==> src/hw/iocr_pkg.sv <==
/*
  Constants for the I/O board configuration register bank: register
  addresses, field positions, reset values and timing figures.
  Assumes a 100 MHz core clock and a Modbus engine outside the bank.
*/
package iocr_pkg;

  // Register addresses as seen by the Modbus master
  localparam logic [15:0] A_DEVICE_TYPE = 16'h0100;
  localparam logic [15:0] A_FW_VERSION = 16'h0101;
  localparam logic [15:0] A_SERIAL_FIRST = 16'h0102;
  localparam logic [15:0] A_SERIAL_SECOND = 16'h0103;
  localparam logic [15:0] A_UNIT_REF = 16'h010E;
  localparam logic [15:0] A_INVERT_MAP = 16'h010F;
  localparam logic [15:0] A_POWER_ON_MASK = 16'h0110;
  localparam logic [15:0] A_LINK_CFG = 16'h0111;
  localparam logic [15:0] A_SLAVE_ADDR = 16'h0112;
  localparam logic [15:0] A_ANALOG_MODE = 16'h0113;
  localparam logic [15:0] A_CUT_TIMEOUT = 16'h0114;
  localparam logic [15:0] A_CUT_LENGTH = 16'h0115;

  // Reset values
  localparam logic [15:0] RST_UNIT_REF = 16'h0030;
  localparam logic [15:0] RST_LINK_CFG = 16'h0001;
  localparam logic [15:0] RST_SLAVE_ADDR = 16'h0001;
  localparam logic [15:0] RST_ZERO = 16'h0000;
  localparam logic [7:0] RST_SERIAL = 8'h00;

  // Identity words, values arbitrary
  localparam logic [15:0] DEVICE_TYPE_ID = 16'h005A;
  localparam logic [15:0] FW_VERSION_ID = 16'h0001;

  // Field positions in the link configuration register
  localparam int BAUD_LO = 0;
  localparam int BAUD_HI = 2;
  localparam int DEBOUNCE_OFF_BIT = 3;
  localparam int STICKY_BIT = 4;
  localparam int WIEG_ONE_BIT = 5;
  localparam int WIEG_TWO_BIT = 6;
  localparam int PARITY_NONE_BIT = 7;

  // Field positions elsewhere
  localparam int UNIT_LO = 8;
  localparam int UNIT_HI = 15;
  localparam int REF_LO = 0;
  localparam int REF_HI = 7;
  localparam int OUT_LO = 8;
  localparam int OUT_HI = 11;
  localparam int BYTE_HI = 7;

  // Timing
  localparam longint CLK_PERIOD_NS = 10;
  localparam longint SECOND_NS = 1000000000;
  localparam longint QUARTER_MS_NS = 250000;
  localparam int SECOND_CYCLES = int'(SECOND_NS / CLK_PERIOD_NS);
  localparam int QUARTER_CYCLES = int'(QUARTER_MS_NS / CLK_PERIOD_NS);

  // Communication-loss power cut states
  typedef enum logic {CUT_IDLE, CUT_ACTIVE} iocr_cut_state_t;

  // Quarter milliseconds per pulse-output time unit
  function automatic logic [7:0] unit_quarters(input logic [7:0] code);
    unit_quarters = 8'h04;
    case (code)
      8'h01: unit_quarters = 8'h01;
      8'h02: unit_quarters = 8'h02;
      8'h04: unit_quarters = 8'h08;
      8'h05: unit_quarters = 8'h10;
      8'h06: unit_quarters = 8'h20;
      8'h07: unit_quarters = 8'h40;
      default: unit_quarters = 8'h04;
    endcase
  endfunction

endpackage

==> src/hw/iocr_bank.sv <==
/*
  Configuration and identification register bank of a Modbus slave I/O
  board, with the communication-loss auxiliary power cut and the global
  pulse-output time base. Assumes the Modbus engine decodes frames and
  presents one register access at a time, and flags valid frames.
*/
`timescale 1ns/1ns

// Operation
// - Serial numbers: low byte, single write once
// - Upper unit byte selects pulse time unit
// - Lower unit byte selects analog reference
// - Inversion bitmap bit inverts its input
// - Mask bits 8-11 give output power-on states
// - Config bit 3 turns debounce off
// - Config bit 4 enables sticky inputs
// - Config bits 5,6 enable Wiegand receivers
// - Config bit 7 selects no parity
// - Codes 1,2,5 give 9600,19200,115200 baud
// - Link loss for timeout cuts aux power
// - Cut lasts pulse-length seconds, then restores
// - Zero timeout or length disables cut
module iocr_bank #(
  parameter int unsigned SEC_CYCLES = iocr_pkg::SECOND_CYCLES,
  parameter int unsigned QTR_CYCLES = iocr_pkg::QUARTER_CYCLES
) (
  // Clock and reset
  input wire logic MCLK,
  input wire logic RST_N,
  // Register access from the Modbus engine
  input wire logic REG_WR,
  input wire logic REG_RD,
  input wire logic REG_SINGLE,
  input wire logic [15:0] REG_ADDR,
  input wire logic [15:0] REG_WDATA,
  output logic [15:0] REG_RDATA,
  output logic REG_ACK,
  output logic REG_ERR,
  // Link activity
  input wire logic FRAME_OK,
  // Settings to the rest of the board
  output logic [7:0] PULSE_UNIT,
  output logic PULSE_UNIT_TICK,
  output logic [7:0] REF_CODE,
  output logic [15:0] INVERT_MAP,
  output logic [3:0] POWERON_OUT,
  output logic [2:0] BAUD_CODE,
  output logic PARITY_NONE,
  output logic DEBOUNCE_OFF,
  output logic STICKY_EN,
  output logic WIEG_ONE_EN,
  output logic WIEG_TWO_EN,
  output logic [7:0] SLAVE_ADDR,
  output logic [15:0] ANALOG_MODE,
  // Auxiliary 5V supply on both headers, and output restore strobe at cut start
  output logic AUX_POWER_ON,
  output logic OUT_RESTORE
);

  logic [7:0] sn_first_ff, nxt_sn_first, sn_second_ff, nxt_sn_second;
  logic sn_first_lock_ff, nxt_sn_first_lock, sn_second_lock_ff, nxt_sn_second_lock;
  logic [15:0] unit_ref_ff, nxt_unit_ref, invert_ff, nxt_invert;
  logic [15:0] mask_ff, nxt_mask, cfg_ff, nxt_cfg, addr_ff, nxt_addr;
  logic [15:0] amode_ff, nxt_amode, timeout_ff, nxt_timeout, length_ff, nxt_length;
  logic [15:0] rdata_ff, nxt_rdata;
  logic ack_ff, nxt_ack, err_ff, nxt_err;
  logic [31:0] sec_ff, nxt_sec, qtr_ff, nxt_qtr;
  logic [15:0] loss_ff, nxt_loss, cutcnt_ff, nxt_cutcnt;
  logic [7:0] ucnt_ff, nxt_ucnt;
  logic utick_ff, nxt_utick, aux_ff, nxt_aux, restore_ff, nxt_restore;
  iocr_pkg::iocr_cut_state_t cut_ff, nxt_cut;
  logic sec_tick, qtr_tick, cut_en;

  // Register writes and reads, answered one cycle later
  always_comb begin
    nxt_sn_first = sn_first_ff;
    nxt_sn_second = sn_second_ff;
    nxt_sn_first_lock = sn_first_lock_ff;
    nxt_sn_second_lock = sn_second_lock_ff;
    nxt_unit_ref = unit_ref_ff;
    nxt_invert = invert_ff;
    nxt_mask = mask_ff;
    nxt_cfg = cfg_ff;
    nxt_addr = addr_ff;
    nxt_amode = amode_ff;
    nxt_timeout = timeout_ff;
    nxt_length = length_ff;
    nxt_rdata = rdata_ff;
    nxt_ack = REG_WR | REG_RD;
    nxt_err = 1'b0;
    if (REG_WR) begin
      unique case (REG_ADDR)
        iocr_pkg::A_SERIAL_FIRST: begin
          if (REG_SINGLE && !sn_first_lock_ff) begin
            nxt_sn_first = REG_WDATA[iocr_pkg::BYTE_HI:0];
            nxt_sn_first_lock = 1'b1;
          end else begin
            nxt_err = 1'b1;
          end
        end
        iocr_pkg::A_SERIAL_SECOND: begin
          if (REG_SINGLE && !sn_second_lock_ff) begin
            nxt_sn_second = REG_WDATA[iocr_pkg::BYTE_HI:0];
            nxt_sn_second_lock = 1'b1;
          end else begin
            nxt_err = 1'b1;
          end
        end
        iocr_pkg::A_UNIT_REF: nxt_unit_ref = REG_WDATA;
        iocr_pkg::A_INVERT_MAP: nxt_invert = REG_WDATA;
        iocr_pkg::A_POWER_ON_MASK: nxt_mask = REG_WDATA;
        iocr_pkg::A_LINK_CFG: nxt_cfg = REG_WDATA;
        iocr_pkg::A_SLAVE_ADDR: nxt_addr = REG_WDATA;
        iocr_pkg::A_ANALOG_MODE: nxt_amode = REG_WDATA;
        iocr_pkg::A_CUT_TIMEOUT: nxt_timeout = REG_WDATA;
        iocr_pkg::A_CUT_LENGTH: nxt_length = REG_WDATA;
        default: nxt_err = 1'b1;
      endcase
    end else if (REG_RD) begin
      nxt_rdata = iocr_pkg::RST_ZERO;
      unique case (REG_ADDR)
        iocr_pkg::A_DEVICE_TYPE: nxt_rdata = iocr_pkg::DEVICE_TYPE_ID;
        iocr_pkg::A_FW_VERSION: nxt_rdata = iocr_pkg::FW_VERSION_ID;
        iocr_pkg::A_SERIAL_FIRST: nxt_rdata = {8'h00, sn_first_ff};
        iocr_pkg::A_SERIAL_SECOND: nxt_rdata = {8'h00, sn_second_ff};
        iocr_pkg::A_UNIT_REF: nxt_rdata = unit_ref_ff;
        iocr_pkg::A_INVERT_MAP: nxt_rdata = invert_ff;
        iocr_pkg::A_POWER_ON_MASK: nxt_rdata = mask_ff;
        iocr_pkg::A_LINK_CFG: nxt_rdata = cfg_ff;
        iocr_pkg::A_SLAVE_ADDR: nxt_rdata = addr_ff;
        iocr_pkg::A_ANALOG_MODE: nxt_rdata = amode_ff;
        iocr_pkg::A_CUT_TIMEOUT: nxt_rdata = timeout_ff;
        iocr_pkg::A_CUT_LENGTH: nxt_rdata = length_ff;
        default: nxt_err = 1'b1;
      endcase
    end
  end

  always_ff @(posedge MCLK or negedge RST_N) begin
    if (!RST_N) begin
      sn_first_ff <= iocr_pkg::RST_SERIAL;
      sn_second_ff <= iocr_pkg::RST_SERIAL;
      sn_first_lock_ff <= 1'b0;
      sn_second_lock_ff <= 1'b0;
      unit_ref_ff <= iocr_pkg::RST_UNIT_REF;
      invert_ff <= iocr_pkg::RST_ZERO;
      mask_ff <= iocr_pkg::RST_ZERO;
      cfg_ff <= iocr_pkg::RST_LINK_CFG;
      addr_ff <= iocr_pkg::RST_SLAVE_ADDR;
      amode_ff <= iocr_pkg::RST_ZERO;
      timeout_ff <= iocr_pkg::RST_ZERO;
      length_ff <= iocr_pkg::RST_ZERO;
      rdata_ff <= iocr_pkg::RST_ZERO;
      ack_ff <= 1'b0;
      err_ff <= 1'b0;
    end else begin
      sn_first_ff <= nxt_sn_first;
      sn_second_ff <= nxt_sn_second;
      sn_first_lock_ff <= nxt_sn_first_lock;
      sn_second_lock_ff <= nxt_sn_second_lock;
      unit_ref_ff <= nxt_unit_ref;
      invert_ff <= nxt_invert;
      mask_ff <= nxt_mask;
      cfg_ff <= nxt_cfg;
      addr_ff <= nxt_addr;
      amode_ff <= nxt_amode;
      timeout_ff <= nxt_timeout;
      length_ff <= nxt_length;
      rdata_ff <= nxt_rdata;
      ack_ff <= nxt_ack;
      err_ff <= nxt_err;
    end
  end

  // Setting outputs other than PULSE_UNIT_TICK are slices of the holding registers
  assign REG_RDATA = rdata_ff;
  assign REG_ACK = ack_ff;
  assign REG_ERR = err_ff;
  assign PULSE_UNIT = unit_ref_ff[iocr_pkg::UNIT_HI:iocr_pkg::UNIT_LO];
  assign REF_CODE = unit_ref_ff[iocr_pkg::REF_HI:iocr_pkg::REF_LO];
  assign INVERT_MAP = invert_ff;
  assign POWERON_OUT = mask_ff[iocr_pkg::OUT_HI:iocr_pkg::OUT_LO];
  assign BAUD_CODE = cfg_ff[iocr_pkg::BAUD_HI:iocr_pkg::BAUD_LO];
  assign DEBOUNCE_OFF = cfg_ff[iocr_pkg::DEBOUNCE_OFF_BIT];
  assign STICKY_EN = cfg_ff[iocr_pkg::STICKY_BIT];
  assign WIEG_ONE_EN = cfg_ff[iocr_pkg::WIEG_ONE_BIT];
  assign WIEG_TWO_EN = cfg_ff[iocr_pkg::WIEG_TWO_BIT];
  assign PARITY_NONE = cfg_ff[iocr_pkg::PARITY_NONE_BIT];
  assign SLAVE_ADDR = addr_ff[iocr_pkg::BYTE_HI:0];
  assign ANALOG_MODE = amode_ff;
  assign PULSE_UNIT_TICK = utick_ff;
  assign AUX_POWER_ON = aux_ff;
  assign OUT_RESTORE = restore_ff;

  // Second and quarter-millisecond strobes
  assign sec_tick = (sec_ff == SEC_CYCLES - 1);
  assign qtr_tick = (qtr_ff == QTR_CYCLES - 1);
  assign cut_en = (timeout_ff != iocr_pkg::RST_ZERO) && (length_ff != iocr_pkg::RST_ZERO);

  // Communication-loss watchdog and aux power cut
  always_comb begin
    nxt_sec = sec_tick ? 32'h0000_0000 : sec_ff + 32'h0000_0001;
    nxt_loss = loss_ff;
    nxt_cutcnt = cutcnt_ff;
    nxt_cut = cut_ff;
    nxt_restore = 1'b0;
    if (!cut_en) begin
      nxt_cut = iocr_pkg::CUT_IDLE;
      nxt_loss = iocr_pkg::RST_ZERO;
    end else begin
      unique case (cut_ff)
        iocr_pkg::CUT_IDLE: begin
          if (FRAME_OK) begin
            nxt_sec = 32'h0000_0000;
            nxt_loss = iocr_pkg::RST_ZERO;
          end else if (sec_tick) begin
            nxt_loss = loss_ff + 16'h0001;
            if (loss_ff + 16'h0001 >= timeout_ff) begin
              nxt_cut = iocr_pkg::CUT_ACTIVE;
              nxt_cutcnt = iocr_pkg::RST_ZERO;
              nxt_restore = 1'b1;
            end
          end
        end
        iocr_pkg::CUT_ACTIVE: begin
          if (sec_tick) begin
            nxt_cutcnt = cutcnt_ff + 16'h0001;
            if (cutcnt_ff + 16'h0001 >= length_ff) begin
              nxt_cut = iocr_pkg::CUT_IDLE;
              nxt_loss = iocr_pkg::RST_ZERO;
            end
          end
        end
      endcase
    end
    nxt_aux = (nxt_cut == iocr_pkg::CUT_IDLE);
  end

  always_ff @(posedge MCLK or negedge RST_N) begin
    if (!RST_N) begin
      sec_ff <= 32'h0000_0000;
      loss_ff <= iocr_pkg::RST_ZERO;
      cutcnt_ff <= iocr_pkg::RST_ZERO;
      cut_ff <= iocr_pkg::CUT_IDLE;
      aux_ff <= 1'b1;
      restore_ff <= 1'b0;
    end else begin
      sec_ff <= nxt_sec;
      loss_ff <= nxt_loss;
      cutcnt_ff <= nxt_cutcnt;
      cut_ff <= nxt_cut;
      aux_ff <= nxt_aux;
      restore_ff <= nxt_restore;
    end
  end

  // Global pulse-output time unit strobe
  always_comb begin
    nxt_qtr = qtr_tick ? 32'h0000_0000 : qtr_ff + 32'h0000_0001;
    nxt_ucnt = ucnt_ff;
    nxt_utick = 1'b0;
    if (qtr_tick) begin
      if (ucnt_ff + 8'h01 >= iocr_pkg::unit_quarters(PULSE_UNIT)) begin
        nxt_ucnt = 8'h00;
        nxt_utick = 1'b1;
      end else begin
        nxt_ucnt = ucnt_ff + 8'h01;
      end
    end
  end

  always_ff @(posedge MCLK or negedge RST_N) begin
    if (!RST_N) begin
      qtr_ff <= 32'h0000_0000;
      ucnt_ff <= 8'h00;
      utick_ff <= 1'b0;
    end else begin
      qtr_ff <= nxt_qtr;
      ucnt_ff <= nxt_ucnt;
      utick_ff <= nxt_utick;
    end
  end
endmodule

==> config.mk <==
export PLATFORM = sky130hd
export DESIGN_NAME = iocr_bank
export DESIGN_NICKNAME = d
export VERILOG_FILES = /design/src/hw/iocr_pkg.sv /design/src/hw/iocr_bank.sv
export SDC_FILE = /design/constraint.sdc
export NUM_CORES = 1
export LEC_CHECK = 0
export ABC_AREA = 1
export ABC_CLOCK_PERIOD_IN_PS = 4800
export BUFFER_PORTS_ARGS = -buffer_cell sky130_fd_sc_hd__buf_2
export CAP_MARGIN = 20
export CELL_PAD_IN_SITES_DETAIL_PLACEMENT = 0
export CELL_PAD_IN_SITES_GLOBAL_PLACEMENT = 1
export CORE_ASPECT_RATIO = 1.25
export CORE_MARGIN = 2
export CORE_UTILIZATION = 45
export CTS_CLUSTER_SIZE = 28
export DETAILED_ROUTE_END_ITERATION = 16
export PLACE_DENSITY_LB_ADDON = 0.1
export SKIP_CTS_REPAIR_TIMING = 1
export SLEW_MARGIN = 20
export SYNTH_ARGS = -nofsm -noshare
export SYNTH_HDL_FRONTEND = slang
export SYNTH_SLANG_ARGS = --single-unit
==> constraint.sdc <==
create_clock -name MCLK -period 4.8 [get_ports MCLK]
set_input_delay 0.72 -clock MCLK [delete_from_list [all_inputs] [get_ports MCLK]]
set_output_delay 0.72 -clock MCLK [all_outputs]
set_load 0.1 [all_outputs]
Word-level counts from Yosys, hierarchy flattened
Cells that the tools add are included.
- $add $sub $neg: 5
- multipliers: 0
- div/mod/pow operators: 0
- magnitude comparators: 3
- equal/unequal tests: 27
- shift operators: 0
- mux-type cells: 37
- bitwise operators: 4
- reductions and logical operators: 22
- operators with widths (kind ; number):
    equality test 16 x 9 -> 1 bit (second input constant) ; 12
    one-hot mux 16 bit (12 select lines) ; 1
    2-to-1 mux 32 bit ; 5
    2-to-1 mux 16 bit ; 9
    adder 32 x 1 -> 32 bit (second input constant) ; 2
    one-hot mux 16 bit (2 select lines) ; 2
    one-hot mux 7 bit (6 select lines) ; 1
    adder 16 x 1 -> 16 bit (second input constant) ; 2
    equality test 32 x 15 -> 1 bit (second input constant) ; 1
    equality test 32 x 27 -> 1 bit (second input constant) ; 1
    equality test 8 x 3 -> 1 bit (second input constant) ; 4
    greater-or-equal comparator 16 bit ; 2
    nonzero test 16 bit ; 2
    AND reduction 2 bit ; 9
    2-to-1 mux 8 bit ; 2
    2-to-1 mux 1 bit ; 15
    OR reduction 12 bit ; 1
    AND reduction 3 bit ; 3
    adder 8 x 1 -> 8 bit (second input constant) ; 1
    equality test 8 x 1 -> 1 bit (second input constant) ; 1
    equality test 8 x 2 -> 1 bit (second input constant) ; 1
    greater-or-equal comparator 8 bit ; 1
    OR reduction 8 bit ; 1
    inequality test 2 bit (second input constant) ; 3
    11 further kinds ; 16
- register bits: 272
- latch bits: 0
- bits in writable memories: 0
- ROM bits: 0
- input port bits: 38
- output and inout bits: 89
- logic and storage cells: 122
- memories kept: 0

Logic depth before layout (Yosys ltp)
Gate-level depths: netlist of run 1.
- depth after elaboration: 8
- depth in mapped cells: 19
- mapped depth without buffers: 18

Worst setup path before layout of run 1
Ideal clock, no wire load.
- kind: register to register
- start: register unit_ref_ff[12]
- end: register ucnt_ff[0]
- library setup time: 0.130 ns
- data arrival time: 2.638 ns
- data required time: 4.670 ns
- setup slack: 2.032 ns
- stages on the path, launching flop included: 13
- buffers on the path: 0
- period minus slack after synthesis: 2.768 ns
- path through: dfrtp_1 > nor4_1 > inv_1 > nor3_1 > nand3_1 > ha_1 > inv_1 > nor2_1 > nor2_1 > o21ai_0 > nand2_1 > nand3_1 > o21ai_0
- longest elaborated chain between the ends: 5
- elaborated cells between the ends (all ways): 10
- classes of those cells: 1 x order compare; 6 x eq/ne; 3 x mux
- ends and longest elaborated chain (what ; RTL line ; RTL):
    from (decl) ; iocr_bank.sv:62 ; logic [15:0] unit_ref_ff, nxt_unit_ref, invert_ff, nxt_invert;
    from (signal assigned) ; iocr_bank.sv:145 ; unit_ref_ff <= iocr_pkg::RST_UNIT_REF;
    from (signal assigned) ; iocr_bank.sv:161 ; unit_ref_ff <= nxt_unit_ref;
    equality test 8 x 3 -> 1 bit, or another cell as far along ; iocr_pkg.sv:64 ; case (code)
    one-hot mux 7 bit (6 select lines) * ; iocr_pkg.sv:64 ;
    2-to-1 mux 8 bit * ; iocr_bank.sv:262 ; if (qtr_tick) begin
    greater-or-equal comparator 8 bit * ; iocr_bank.sv:263 ; if (ucnt_ff + 8'h01 >= iocr_pkg::unit_quarters(PULSE_UNIT)) begin
    2-to-1 mux 8 bit * ; iocr_bank.sv:263 ;
    to (signal assigned) ; iocr_bank.sv:279 ; ucnt_ff <= nxt_ucnt;
    to (decl) ; iocr_bank.sv:69 ; logic [7:0] ucnt_ff, nxt_ucnt;
Every way passes the cells marked *; elsewhere a longest branch is shown, timed or not. The select of a mux whose other input is x is not followed.
A chain may end at the register's enable or synchronous reset.

Final worst setup path of run 1
- start: register loss_ff[0]
- end: register cutcnt_ff[3]
- longest elaborated chain between the ends: 4
- ends and longest elaborated chain (what ; RTL line ; RTL):
    from (decl) ; iocr_bank.sv:68 ; logic [15:0] loss_ff, nxt_loss, cutcnt_ff, nxt_cutcnt;
    from (signal assigned) ; iocr_bank.sv:242 ; loss_ff <= iocr_pkg::RST_ZERO;
    from (signal assigned) ; iocr_bank.sv:249 ; loss_ff <= nxt_loss;
    adder 16 x 1 -> 16 bit ; iocr_bank.sv:218 ; if (loss_ff + 16'h0001 >= timeout_ff) begin
    greater-or-equal comparator 16 bit ; iocr_bank.sv:218 ;
    inequality test 2 bit (no source line) ; - ;
    AND reduction 5 bit (no source line) ; - ;
    to (signal assigned) ; iocr_bank.sv:243 ; cutcnt_ff <= iocr_pkg::RST_ZERO;
    to (signal assigned) ; iocr_bank.sv:250 ; cutcnt_ff <= nxt_cutcnt;
    to (decl) ; iocr_bank.sv:68 ;
No other way between the ends.

==> flow_summary.ini, run 1 <==
[finish]
final_layout_size_suffix_gt1_share_pct = 12.44
nNetsFinal = 2213
multiInputGateArea_sq_um = 7367
syn_to_final_growth_pct = 11.73
antennaDiodeCount = 0
seq_area_sq_um = 6813
final_area_sq_um = 17240
n_fill_cell = 3364

[routing]
vias_per_cell = 5.212
drt-initial-drc-count = 781
ant_nets = 0
drt_wl_total_microns = 43750
firstDrtPassIters = 5
drcViolationCount = 0
wire_per_inst_microns = 16.97
via_count = 13440

[setup_path]
worstSetupPathType = flip-flop to flip-flop
cp_max_fo = 16
crit_family = simple AND/OR/NAND/NOR gates
end_kind = flip-flop
cp_num_buf_inv = 2
critical_path.max_stage_delay_ns = 0.41
crit_slowest_cell = dfrtp_1
arrival_ns = 3.46
required_ns = 5.26
start_kind = flip-flop
cpMostUsedCell = nand2_1
worstPathCellList = ha_1 -> nand2_1 -> nor2_1 -> nand3_1 -> nor2_1 -> inv_1 -> nand2_1 -> inv_1 -> ha_1 -> nand4_1 -> nor3_1 -> nand2_1 -> nand3_1 -> nand2_2 -> nand3_1 -> nand2_1

[logic_synthesis]
ys_seq_elements = 272
synth.most_common_cell = nand2_1
async_flop_share_pct = 100.0
synth-edff-count = 0
synthTopCellsByCount = nand2_1 (627), dfrtp_1 (267), nor2_1 (208), inv_1 (207), nand3_1 (157)
yosys_warnings = 0
synth_fp_nets = 2118
avgSynthCellArea_sq_um = 7.578
syn-instance-count = 2036
synth_cell_types = 49
yosys-top-cells-area = dfrtp_1 (43%), nand2_1 (15%), nand3_1 (5.1%)
synth_ff_type = dfrtp_1
syn_area_sq_um = 15430
yosys.area.top_type_share_pct = 43.31
yosysSeqAreaShare_pct = 44.16
synth_top_area_cell = dfrtp_1

[timing]
rsz0062_at_grt = no
skew_ns = 0.03355
fin_crit_ns = 3.008
finalHoldViolations = 0
fin_setup_tns_ns = 0
tightest_slew_ns = 0.8745
slew_headroom_pct = 41.56
fin_crit_sh_pct = 62.66
drv_slew = 0
fmax_mhz = 332.5
setup_viol = 0

[grt]
antenna_found_initial = 0
grt_max_degree = 129
grt_overflow_total = 0
first_global_vias = 13350
grt_pass1_wl_microns = 70770
track_usage_pct = 24.87

[clocking]
cts.clk_slew.worst_paths_ns = 0.06
clk_latency_ns = 0.60
cts_root_buffer = clkbuf_16
cts_htree_levels = 1
cts_tree = yes
numCtsBuffers = 30
cts_num_sinks = 272
clockBufferDepth = 3

[placed_design]
routabilityCongestion = 0.9280
placed_area_sq_um = 16220
port_buffers = 126
dp_hpwl_microns = 32180

[floorplanning]
start_util_pct = 45.80
coreArea_sq_um = 33690
rows = 75
fp.dieH_microns = 211.0
ios = 127
die_w_microns = 169.6
dieArea_sq_um = 35790

[power]
power_density_nw_per_um2 = 276.6
p_leak_nw = 9.041
ir_worst_vdd_mv = 0.2136

[min_path]
hp-class = input port to async pin

[status]
status = completed

[job]
cap_violations = 0
-- state kept, by name, indices dropped and copies added (netlist names), 16 cells and up --
name / count
ANALOG_MODE: 16
INVERT_MAP: 16
REG_RDATA: 16
addr_ff: 16
cfg_ff: 16
cutcnt_ff: 16
length_ff: 16
loss_ff: 16
mask_ff: 16
qtr_ff: 32
sec_ff: 32
timeout_ff: 16
unit_ref_ff: 16
-- through the flow --
step / total power, mW / utilization (%) / worst slack [ns] / hold WS [ns] / std cells
2_1_floorplan: 2.385 / - / 2.032 / 0.4244 / 2036
3_3_place_gp: 2.484 / 48.15 / 1.596 / 0.4518 / 2521
3_5_place_dp: 2.484 / 48.15 / 1.482 / 0.4601 / 2521
4_1_cts: 4.831 / 51.09 / 1.750 / 0.2974 / 2577
5_1_grt: 4.926 / 51.17 / 1.258 / 0.1014 / 2578
6_report: 4.768 / 51.17 / 1.792 / 0.05478 / 2578
-- power breakdown --
part / leakage, nW / switching [mW] / internal (mW)
combinational: 4.93 / 0.118 / 0.0250
sequential: 3.63 / 0.00181 / 2.30
clock: 0.480 / 0.992 / 1.34
-- cells in the final DEF (no fill, tap or decap), types with 38 or more instances in the layout --
master / instances
buf_2: 125
dfrtp_1: 267
ha_1: 44
inv_1: 207
nand2_1: 627
nand3_1: 157
nor2_1: 208
nor3_1: 51
o21ai_0: 112
o21ai_1: 38
xor2_1: 49
-- layout make-up --
type                            count  area share (%)
Multi-Input combinational cell   1477           42.74
Sequential cell                   272           39.52
Clock buffer                       41           4.885
Inverter                          218           4.769
Timing Repair Buffer              132           4.166
Tap cell                          423           3.070
Clock inverter                     15          0.8492
-- cells by family (layout without fill, tap and decap cells) --
group	Yosys count	in the layout	synth area share, %
buf+inv	287	406	8.126
simple gates	1148	1148	32.70
compound gates	229	229	8.272
xor+xnor	56	56	3.179
flops	272	272	44.16
fa+ha+maj	44	44	3.568
-- worst paths after layout --
kind,slack (ns),start,endpoint,cells after the start
max,1.79,loss_ff[0]$_DFFE_PN0P_,cutcnt_ff[3]$_DFFE_PN0P_,16
min,0.05,RST_N,qtr_ff[8]$_DFF_PN0_,1
max reg2reg,1.79,loss_ff[0]$_DFFE_PN0P_,cutcnt_ff[3]$_DFFE_PN0P_,16
min reg2reg,0.46,qtr_ff[0]$_DFF_PN0_,qtr_ff[0]$_DFF_PN0_,1
max in group asynchronous,3.78,RST_N,unit_ref_ff[5]$_DFFE_PN1P_,2
min in group MCLK,0.37,REG_RD,REG_ACK$_DFF_PN0_,3
-- per-layer routing --
metal  global-route usage (%)  wire length (microns)  up-vias
met5                        0                      0        -
met1                    30.55                  18180     6281
met4                    10.29                   1825        0
met2                    43.87                  21770      332
li1                         -                      -     6735
met3                    3.429                   1979       89
Note: power is estimated with default switching activity, not from simulation.
==> inputs of run 2 (changes only) <==
--- a/config.mk
+++ b/config.mk
@@ -6,7 +6,7 @@
 export NUM_CORES = 1
 export LEC_CHECK = 0
 export ABC_AREA = 1
-export ABC_CLOCK_PERIOD_IN_PS = 4800
+export ABC_CLOCK_PERIOD_IN_PS = 3000
 export BUFFER_PORTS_ARGS = -buffer_cell sky130_fd_sc_hd__buf_2
 export CAP_MARGIN = 20
 export CELL_PAD_IN_SITES_DETAIL_PLACEMENT = 0
==> constraint.sdc (replaced) <==
create_clock -name MCLK -period 3 [get_ports MCLK]
set_input_delay 0.45 -clock MCLK [delete_from_list [all_inputs] [get_ports MCLK]]
set_output_delay 0.45 -clock MCLK [all_outputs]
set_load 0.1 [all_outputs]
==> flow_summary.ini, run 2 (synthesized netlist as in run 1, its figures left out) <==
[placed_design]
post-place-ws_ns = 0.1266
port_buffers = 126
routabilityCongestion = 0.9278
dp_hpwl_microns = 31770

[setup_path]
crit_family = simple AND/OR/NAND/NOR gates
worstReg2RegStart = cutcnt_ff[1]$_DFFE_PN0P_
ff2ff_setup_slack_ns = 0.27
required_ns = 3.46
arrival_ns = 3.19
crit_slowest_cell = dfrtp_1
critical_path.startpoint = cutcnt_ff[1]$_DFFE_PN0P_
worstPathCellList = ha_1 -> nand3_1 -> buf_4 -> nor4_1 -> xnor2_1 -> inv_1 -> ha_1 -> nand2_1 -> nor3_2 -> nand2_1 -> nand4_1 -> nand3_4 -> nand2_1 -> nand2_1
cp_max_fo = 16
critPathCapture = loss_ff[1]$_DFFE_PN0P_
cpMostUsedCell = nand2_1
rr_endpoint = loss_ff[1]$_DFFE_PN0P_
reg2regPathDepth = 14
start_kind = flip-flop
cp.depth = 14
end_kind = flip-flop
worstSetupPathType = flip-flop to flip-flop
critical_path.max_stage_delay_ns = 0.37
cp_num_buf_inv = 2

[routing]
drcViolationCount = 0
ant_nets = 0
drt_wl_total_microns = 42700
vias_per_cell = 5.190
wire_per_inst_microns = 16.49
drt-initial-drc-count = 924
via_count = 13440
firstDrtPassIters = 5

[timing]
worst_slack_ns = 0.2698
rsz0062_at_grt = no
slew_headroom_pct = 56.79
setup_viol = 0
fin_setup_tns_ns = 0
skew_ns = 0.01744
tightest_slew_ns = 0.6475
fmax_mhz = 366.3
drv_slew = 0
finalHoldViolations = 0
fin_crit_sh_pct = 91.01
fin_crit_ns = 2.730

[clocking]
cts.clk_slew.worst_paths_ns = 0.07
numCtsBuffers = 30
cts_tree = yes
cts_num_sinks = 272
clk_latency_ns = 0.58
cts_root_buffer = clkbuf_16
cts_htree_levels = 1
clockBufferDepth = 3

[finish]
n_fill_cell = 3292
syn_to_final_growth_pct = 13.21
seq_area_sq_um = 6813
final_common_cell = nand2_1
multiInputGateArea_sq_um = 7411
utilization_pct = 51.85
antennaDiodeCount = 0
nNetsFinal = 2226
most-common-layout-cells = nand2_1 (627), dfrtp_1 (267), inv_1 (207), nor2_1 (207), nand3_1 (157)
final_layout_size_suffix_gt1_share_pct = 13.38
top_regs = qtr_ff x32, sec_ff x32

[power]
p_leak_nw = 9.161
ir_worst_vdd_mv = 0.4545
power_density_nw_per_um2 = 448.7

[min_path]
hp-class = input port to flip-flop
worstHoldPathCells = 3

[floorplanning]
start_util_pct = 45.80
die_w_microns = 169.6
ios = 127
dieArea_sq_um = 35790
coreArea_sq_um = 33690
rows = 75
fp.dieH_microns = 211.0

[grt]
grt_overflow_total = 0
first_global_vias = 12770
grt_max_degree = 75
antenna_found_initial = 0
grt_pass1_wl_microns = 68890
track_usage_pct = 24.09

[status]
status = completed

[job]
cap_violations = 0
[run 2: cell types whose count changed in the layout (fill, tap and decap cells not counted), sizes merged]
cell         delta
buf            +12
clkinv          -4
bufinv          +1
clkbuf          +1
dlygate4sd3     +1
inv             +1
[run 2: worst min-delay path, stage by stage]
cell	delay (ns)
buf_2	0.07
inv_1	0.06
nand2_1	0.06
[run 2: metrics by stage]
stage	hold slack (ns)	instances	cell area [sq um]	power (mW)
4_1_cts	-0.1628	2589	17410	7.940
3_5_place_dp	0.4520	2534	16340	3.976
6_report	0.1054	2590	17470	7.838
2_1_floorplan	0.1544	2036	15430	3.815
5_1_grt	0.1265	2590	17470	8.116
3_3_place_gp	0.4462	2534	16340	3.974
[run 2: per-layer routing]
| layer | up-vias | GRT usage [%] | routed length [microns] |
|---|---|---|---|
| li1 | 6764 | - | - |
| met1 | 6298 | 30.96 | 18370 |
| met2 | 318 | 42.48 | 21290 |
| met3 | 62 | 3.373 | 1967 |
| met4 | 0 | 6.602 | 1075 |
| met5 | - | 0 | 0 |
[run 2: where the power goes]
group	switching [mW]	internal [mW]
Clock	1.59	2.34
Sequential	0.00282	3.67
Combinational	0.184	0.0417
Total	1.78	6.06
[run 2: worst min-delay path by stage]
stage                   startpoint                          to  slack [ns]
3_5_place_dp   qtr_ff[0]$_DFF_PN0_         qtr_ff[0]$_DFF_PN0_        0.45
6_report                    REG_RD           REG_ACK$_DFF_PN0_        0.11
2_1_floorplan                RST_N  ANALOG_MODE[0]$_DFFE_PN0P_        0.15
5_1_grt                     REG_RD           REG_ACK$_DFF_PN0_        0.13
3_3_place_gp   qtr_ff[0]$_DFF_PN0_         qtr_ff[0]$_DFF_PN0_        0.45
4_1_cts                      RST_N      ucnt_ff[5]$_DFFE_PN0N_       -0.16
[run 2: layout make-up]
| class | count | area share (%) |
|---|---|---|
| well taps | 423 | 3.030 |
| inverters | 218 | 4.706 |
| clock inverters | 13 | 0.9885 |
| clock buffers | 42 | 5.129 |
| multi-input cells | 1477 | 42.43 |
| repair buffers | 145 | 4.713 |
| flip-flops and latches | 272 | 39.00 |
